### src/sscr_defs.svh
// offsets, field positions, reset values and codes of the status and control register
`ifndef SSCR_DEFS_SVH
`define SSCR_DEFS_SVH

`define SSCR_ADDR_STATUS      8'h00
`define SSCR_ADDR_CORR_PRES   8'h01
`define SSCR_ADDR_TARE_BASE   8'h57

`define SSCR_BIT_CONVERSION   0
`define SSCR_BIT_VALID_LO     1
`define SSCR_BIT_VALID_HI     2
`define SSCR_BIT_PERMIT       3
`define SSCR_BIT_ADC_ON       4
`define SSCR_BIT_NV_WRITE     5
`define SSCR_BIT_AUTO         8
`define SSCR_BIT_ALT_READ     9
`define SSCR_BIT_QFAULT       10
`define SSCR_BIT_CAPTURE      11
`define SSCR_BIT_TARE         12
`define SSCR_BIT_FLAG_CLEAR   13
`define SSCR_RST_FIELD_LO     14
`define SSCR_RST_FIELD_HI     15

`define SSCR_RST_CODE         2'h2
`define SSCR_ZERO32           32'h0000_0000
`define SSCR_RESET_CONVERSION 1'h0
`define SSCR_RESET_BASELINE   32'h0000_0000

`endif

### src/sscr_pkg.sv
// types shared by the status and control register bank
package sscr_pkg;

  // one register access, as delivered by the serial front end after the address byte
  typedef struct packed {
    logic        wr;
    logic        rd;
    logic [7:0]  addr;
    logic [3:0]  be;
    logic [31:0] wdata;
  } reg_req_t;

  // live sensor state sampled into the status word
  typedef struct packed {
    logic       adc_active;
    logic [1:0] valid;
    logic       config_write_permit;
  } sensor_state_t;

endpackage

### src/sensor_status_control_register.sv
// status and control register bank with tare baseline and command decode
//
// Behaviour
// RL1 - Writes to read-only bits leave those bits unchanged.
// RL2 - Write-only bits always read back as zero.
// RL3 - Reserved bits read as zero and writes to them change nothing.
// RL4 - Unused bits store and return written values without affecting operation.
// RL5 - Bits with unknown reset state follow live sensor state without any write.
// RL6 - The upper sixteen bits of the status register always read as zero.
// RL7 - Writing code 2 to bits 15:14 resets the whole sensor; other codes do nothing.
// RL8 - Writing one to bit 13 clears the queue fault flag and the conversion flag.
// RL9 - With tare enabled the corrected pressure equals raw pressure minus the baseline.
// RL10 - Writing one to bit 11 copies corrected pressure into the tare baseline.
// RL11 - The master sends the register address byte then one to four data bytes LSB first.
// RL12 - The queue fault flag sets on a queue error while auto update is on and holds till cleared.
// RL13 - Command bits act once per qualifying write and are never latched.
// RL14 - All commands in one write are performed, and a reset overrides the others.
`timescale 1ns/10ps
`default_nettype none
`include "sscr_defs.svh"

module sensor_status_control_register (
  input  wire logic                  mclk,
  input  wire logic                  rst,
  input  wire sscr_pkg::reg_req_t    req,
  input  wire sscr_pkg::sensor_state_t sensor,
  input  wire logic [31:0]           raw_pressure,
  input  wire logic                  queue_error_event,
  input  wire logic                  conversion_done,
  output logic [31:0]                rdata,
  output logic                       rvalid,
  output logic                       sensor_reset_pulse,
  output logic                       nv_write_pulse,
  output logic                       auto_update,
  output logic                       alternating_reading_enable,
  output logic                       tare_enable,
  output logic                       queue_fault_flag,
  output logic                       conversion_flag,
  output logic [31:0]                corrected_pressure_reg,
  output logic [31:0]                tare_baseline
);

  // ------------------------------------------------------------
  // command decode
  // ------------------------------------------------------------
  logic        wr_status;
  logic        wr_base;
  logic        reset_cmd;
  logic        flag_clear_cmd;
  logic        capture_cmd;
  logic        nv_cmd;
  logic        clear_all;
  logic [31:0] status_word;

  assign wr_status = req.wr && (req.addr == `SSCR_ADDR_STATUS);
  assign wr_base   = req.wr && (req.addr == `SSCR_ADDR_TARE_BASE);

  // commands sit in byte 1 except nv write; a short write without that byte issues only the nv write
  assign reset_cmd = wr_status && req.be[1]
    && (req.wdata[`SSCR_RST_FIELD_HI:`SSCR_RST_FIELD_LO] == `SSCR_RST_CODE); // [RL7]
  // a same-access reset overrides every other command [RL14]
  assign flag_clear_cmd = wr_status && req.be[1] && req.wdata[`SSCR_BIT_FLAG_CLEAR]
    && !reset_cmd; // [RL8]
  assign capture_cmd = wr_status && req.be[1] && req.wdata[`SSCR_BIT_CAPTURE]
    && !reset_cmd; // [RL10]
  // nv transfer only honoured while configuration writes are permitted
  assign nv_cmd = wr_status && req.be[0] && req.wdata[`SSCR_BIT_NV_WRITE]
    && sensor.config_write_permit && !reset_cmd;

  // the commanded reset returns this bank to power-up state like the pin reset
  assign clear_all = rst || reset_cmd; // [RL7]

  // ------------------------------------------------------------
  // command pulses
  // ------------------------------------------------------------
  // registered one-cycle pulses, so nothing stays latched after the access [RL13]
  always_ff @(posedge mclk) begin
    if (rst) begin
      sensor_reset_pulse <= 1'h0;
      nv_write_pulse     <= 1'h0;
    end else begin
      sensor_reset_pulse <= reset_cmd; // [RL13]
      nv_write_pulse     <= nv_cmd;    // [RL13]
    end
  end

  // ------------------------------------------------------------
  // read/write mode bits
  // ------------------------------------------------------------
  always_ff @(posedge mclk) begin
    if (clear_all) begin
      auto_update                <= 1'h0;
      alternating_reading_enable <= 1'h0;
      tare_enable                <= 1'h0;
    end else if (wr_status && req.be[1]) begin
      auto_update                <= req.wdata[`SSCR_BIT_AUTO];
      alternating_reading_enable <= req.wdata[`SSCR_BIT_ALT_READ];
      tare_enable                <= req.wdata[`SSCR_BIT_TARE];
    end
  end

  // ------------------------------------------------------------
  // sticky flags
  // ------------------------------------------------------------
  // queue fault is read-only: a status write never loads it [RL1]
  always_ff @(posedge mclk) begin
    if (clear_all) begin
      queue_fault_flag <= 1'h0;
    end else if (queue_error_event && auto_update) begin
      queue_fault_flag <= 1'h1; // [RL12]
    end else if (flag_clear_cmd) begin
      queue_fault_flag <= 1'h0; // [RL8]
    end
  end

  // a new conversion beats a clear in the same cycle so no result goes unflagged
  always_ff @(posedge mclk) begin
    if (clear_all) begin
      conversion_flag <= `SSCR_RESET_CONVERSION;
    end else if (conversion_done) begin
      conversion_flag <= 1'h1;
    end else if (flag_clear_cmd) begin
      conversion_flag <= 1'h0; // [RL8]
    end else if (wr_status && req.be[0]) begin
      conversion_flag <= req.wdata[`SSCR_BIT_CONVERSION];
    end
  end

  // ------------------------------------------------------------
  // tare baseline and corrected pressure
  // ------------------------------------------------------------
  // every baseline bit is storage; the full word feeds the subtraction [RL4]
  always_ff @(posedge mclk) begin
    if (clear_all) begin
      tare_baseline <= `SSCR_RESET_BASELINE;
    end else if (capture_cmd) begin
      tare_baseline <= corrected_pressure_reg; // [RL10]
    end else if (wr_base) begin
      for (int i = 0; i < 4; i++) begin
        if (req.be[i]) begin
          tare_baseline[i*8 +: 8] <= req.wdata[i*8 +: 8];
        end
      end
    end
  end

  // wraps modulo 2^32; a baseline above the reading gives a two's complement result
  always_ff @(posedge mclk) begin
    if (clear_all) begin
      corrected_pressure_reg <= `SSCR_ZERO32;
    end else if (tare_enable) begin
      corrected_pressure_reg <= raw_pressure - tare_baseline; // [RL9]
    end else begin
      corrected_pressure_reg <= raw_pressure;
    end
  end

  // ------------------------------------------------------------
  // read path
  // ------------------------------------------------------------
  always_comb begin
    status_word = `SSCR_ZERO32; // reserved, write-only and upper half read 0 [RL2] [RL3] [RL6]
    status_word[`SSCR_BIT_CONVERSION] = conversion_flag;
    status_word[`SSCR_BIT_VALID_HI:`SSCR_BIT_VALID_LO] = sensor.valid;  // [RL5]
    status_word[`SSCR_BIT_PERMIT]   = sensor.config_write_permit;       // [RL1]
    status_word[`SSCR_BIT_ADC_ON]   = sensor.adc_active;                // [RL5]
    status_word[`SSCR_BIT_AUTO]     = auto_update;
    status_word[`SSCR_BIT_ALT_READ] = alternating_reading_enable;
    status_word[`SSCR_BIT_QFAULT]   = queue_fault_flag;
    status_word[`SSCR_BIT_TARE]     = tare_enable;
  end

  always_ff @(posedge mclk) begin
    if (rst) begin
      rdata  <= `SSCR_ZERO32;
      rvalid <= 1'h0;
    end else begin
      rvalid <= req.rd;
      if (req.rd) begin
        unique case (req.addr)
          `SSCR_ADDR_STATUS:    rdata <= status_word;
          `SSCR_ADDR_CORR_PRES: rdata <= corrected_pressure_reg;
          `SSCR_ADDR_TARE_BASE: rdata <= tare_baseline;
          default:              rdata <= `SSCR_ZERO32;
        endcase
      end
    end
  end
endmodule

`default_nettype wire

### config.mk
export PLATFORM = sky130hd
export DESIGN_NAME = sensor_status_control_register
export DESIGN_NICKNAME = d
export VERILOG_FILES = /design/src/sscr_pkg.sv /design/src/sensor_status_control_register.sv
export VERILOG_INCLUDE_DIRS = /design/src
export SDC_FILE = /design/constraint.sdc
export NUM_CORES = 1
export LEC_CHECK = 0
export BUFFER_PORTS_ARGS = -buffer_cell sky130_fd_sc_hd__buf_2
export CORE_MARGIN = 10
export CORE_UTILIZATION = 52
export DETAILED_ROUTE_END_ITERATION = 10
export GPL_ROUTABILITY_DRIVEN = 0
export PLACE_DENSITY = 0.81
export RECOVER_POWER = 50
export REMOVE_ABC_BUFFERS = 1
export SYNTH_ARGS = -nofsm -noshare
export SYNTH_HDL_FRONTEND = slang
export SYNTH_SLANG_ARGS = --single-unit
### constraint.sdc
create_clock -name mclk -period 3 [get_ports mclk]
set_input_delay 0.15 -clock mclk [delete_from_list [all_inputs] [get_ports mclk]]
set_output_delay 0.15 -clock mclk [all_outputs]
set_load 0.03 [all_outputs]
## Yosys cells after proc, flatten, opt, wreduce, memory -nomap -nowiden

Cells that the tools add are included.

- Output and inout bits: 104
- Word-level logic and storage cells: 58
- Register bits: 104

- Add/sub/neg operators: 1
- Mux-type cells: 13
- Equality and inequality tests: 3
- Reduce and logical (&&, ||, !) cells: 27

Operators with widths:

| operator | count |
|---|---|
| $mux W32 | 3 |
| $pmux W32 S3 | 1 |
| $mux W8 | 4 |
| $sub A32 B32 Y32 | 1 |
| $logic_and A1 B1 Y1 | 13 |
| $reduce_bool A2 Y1 | 6 |
| $eq A8 B1 Y1 const B | 1 |
| $eq A8 B7 Y1 const B | 1 |
| $logic_not A8 Y1 | 1 |
| $reduce_and A2 Y1 | 4 |
| $mux W1 | 5 |
| $reduce_bool A3 Y1 | 1 |
| $eq A2 B2 Y1 const B | 1 |
| $logic_not A1 Y1 | 1 |
| $logic_or A1 B1 Y1 | 1 |

## Depth between registers and ports, before layout

- Depth after elaboration: 8
- Mapped depth: 11

## Least setup slack after synthesis

No wires, ideal clock.

- Path type: register to register
- From: register tare_baseline[0]
- To: register corrected_pressure_reg[26]
- Buffers on the path: 0
- Slack: 0.426 ns
- Cell stages (with the launch flop): 10
- Data arrival time: 2.452 ns
- Data required time: 2.878 ns
- Setup time: 0.122 ns
- Clock period less this slack: 2.574 ns
- Cells stage by stage: dfxtp_1 -> ha_1 -> fa_1 -> and2b_1 -> o2111ai_1 -> a21oi_1 -> o21ai_1 -> a2111oi_2 -> mux2i_1 -> a311o_1

- Cells in the longest elaborated chain, start to end: 2

RTL lines:

| element | line | text |
|---|---|---|
| start: declaration | sensor_status_control_register.sv:40 | `output logic [31:0] tare_baseline` |
| start signal: assignment | sensor_status_control_register.sv:135 | `` tare_baseline <= `SSCR_RESET_BASELINE; `` |
| start signal: assignment | sensor_status_control_register.sv:137 | `tare_baseline <= corrected_pressure_reg;` |
| start signal: indexed assignment | sensor_status_control_register.sv:141 | `tare_baseline[i*8 +: 8] <= req.wdata[i*8 +: 8];` |
| $sub A32 B32 Y32 | sensor_status_control_register.sv:152 | `corrected_pressure_reg <= raw_pressure - tare_baseline;` |
| $mux W32 | sensor_status_control_register.sv:151 | `end else if (tare_enable) begin` |
| end signal: assignment | sensor_status_control_register.sv:150 | `` corrected_pressure_reg <= `SSCR_ZERO32; `` |
| end signal: assignment | sensor_status_control_register.sv:152 |  |
| end signal: assignment | sensor_status_control_register.sv:154 | `corrected_pressure_reg <= raw_pressure;` |
| end: declaration | sensor_status_control_register.sv:39 | `output logic [31:0] corrected_pressure_reg,` |

No other way between the ends.
A chain may end at the register's enable or synchronous reset.

## Worst setup path in the final report

Ends and elaborated chain as after synthesis.

==> metrics.cfg <==
[placement]
dp_hpwl_um=15000
io_buffers=189
dp_slack_ns=0.287
dpl_cell_area_um2=7250

[run_status]
status=complete, but fails checks
violations=capacitance limit, slew limit

[timing]
max_freq_mhz=361
max_slew_margin=-0.816
fin_setup_tns_ns=0
drv_slew=66
rsz0062_at_grt=no
setup_viol=0
worst_slew_pin_slew_ns=2.72
finalClockSkew_ns=0.00611
hold_viol_final=0
whs_ns=0.0117
period_minus_slack_ns=2.77
worst_slack_ns=0.228
timing.final.crit_share=0.924

[route]
vias=6334
drt.antenna.violating_nets=0
drt-total-wl_um=19600
via_per_inst=5.84
routedWlPerCell_um=18.1
drc_errors=0
dr.pass1.iters=5
drt_iter0_drc=557

[clock_tree]
cts_resized=0
numCtsBuffers=9
ctsHtreeMaxLevel=3
path_clk_slew_ns=0.07
cts_tree=built
clk_latency_ns=0.36
cts.sink_count=104
post_cts_buffers=0
cts-root-buf=clkbuf_16
hold_buffers=0
clock_tree.buffer_depth=2

[die]
initial_utilization=0.536
die_w_um=129
io_pins=190
die_area_um2=16700
die_h_um=129
core_um2=11600
rows=39

[synth]
synth-seq-area-share=0.336
netlist_instances=770
yosysWarnings=0
synth_top_cell_by_area=dfxtp_1
netlist_area_um2=6200
synth_edf_count=0
postSynthAreaPerCell_um2=8.05
ys_seq_elements=104
ys.flop_type=dfxtp_1
yosysTopAreaCellShare=0.336
async_reset_ff_frac=0
ys_types=57
yosys-top-cells-area=dfxtp_1 34%, mux2i_1 9.0%, a211oi_1 7.4%

[power_and_ir_drop]
ir_drop_mv=0.287
comb_power_share=0.174
p_leak_nw=3.01
p_seq_frac=0.457
p_per_area_nw_per_um2=432
swShare=0.286
power_frac_clock=0.369
p_switching_w=0.000913
p_int_w=0.00228

[hold_path]
hold_depth=3
hp-class=in2reg

[worst_setup_path]
start_kind=register
crit_chain=ha_1, fa_1, and2b_1, o2111ai_1, a21oi_1, o21ai_1, a2111oi_2, mux2i_1, a311o_1
ff2ff_setup_slack_ns=0.23
path_max_fanout=4
slowest_stage=fa_1
cp.required_ns=3.25
max_stage_delay_ns=0.39
cp.buffers_inverters=0
worstSetupPathType=reg2reg
ff2ff_path_depth=9
path_depth=9
critical_path_arrival_ns=3.02
crit_path_end_kind=register
crit_family=compound AO/OA/AOI/OAI gates

[finish]
syn2layout_area_growth_pct=19.6
multi_input_area_um2=3760
fin_area_um2=7410
drive_above_1_share=0.130
seq_area_um2=2080
fillCellCount=1107
nets=1054

[grt]
grt_max_degree=66
track_usage=0.224
antenna_found_initial=2
grt_pass1_wl_um=30400
grt-ovfl-total=0
grt_pass1_vias=5872

[run]
max_cap_viol_count=1

placed cells by master (no fill, tap or decap), drive strengths merged, types with 12 or more instances in the layout:
master,n
a211oi,61
ha,31
nor2,110
nand4,13
nand3,19
o21ai,27
buf,100
clkbuf,114
nand2,50
xor2,12
a21oi,55
inv,43
mux2i,56
dfxtp,104
a22oi,32
through the flow:
stage	std cells	power, W	util
after global placement	1068	0.00204	0.627
after detailed placement	1068	0.00205	0.627
after CTS	1083	0.00322	0.652
after floorplan	722	0.00184	-
final	1084	0.00320	0.641
after global routing	1084	0.00331	0.641
worst register-to-register path, delay by kind of cell, from the launching register on:
kind / cells / cell delay, ns
adders and majority gates: 2 / 0.62
muxes: 1 / 0.13
and+or+nand+nor: 1 / 0.24
DFF: 1 / 0.34
AOI/OAI and AO/OA: 5 / 1.33
metal layers:
metal	wire length [µm]	share of wire	track usage
met5	0	0	0
met2	9350	0.48	0.375
met4	350	0.018	0.0736
met3	1420	0.072	0.0538
met1	8510	0.43	0.277
cells by family after synthesis:
kind of cell,share of synthesized area
buf+inv,0.0577
xor+xnor,0.0297
fa+ha+maj,0.0658
compound gates,0.243
simple gates,0.178
flops,0.336
mux,0.0904
final timing paths:
path | start | endpoint
worst max-delay path | tare_baseline[0] | corrected_pressure_reg[26]
worst min-delay path | raw_pressure[15] | corrected_pressure_reg[15]
worst max register to register | tare_baseline[0] | corrected_pressure_reg[26]
worst min register to register | rdata[18] | rdata[18]
layout make-up:
cell class                      count  share of cell area
Clock buffer                       11              0.0328
Timing Repair Buffer              203               0.126
Sequential cell                   104               0.281
Inverter                           43              0.0218
Tap cell                          143              0.0241
Multi-Input combinational cell    575               0.508
Clock inverter                      4             0.00608
Antenna cell                        1            0.000338
power by group through the flow:
stage	Combinational, W	Clock, W	Sequential [W]
after floorplan	0.000258	0	0.00158
after global placement	0.000555	0	0.00149
after detailed placement	0.000562	0	0.00149
after CTS	0.000565	0.00120	0.00146
after global routing	0.000607	0.00124	0.00147
final	0.000557	0.00118	0.00146
cells in the mapped netlist, drive strengths merged (19+ instances only):
master / instances
clkbuf: 35
inv: 43
a211oi: 61
nand3: 19
ha: 31
a22oi: 32
nand2: 50
mux2i: 56
dfxtp: 104
a21oi: 55
nor2: 110
o21ai: 27
No activity file was read; power rests on OpenSTA's default activity.
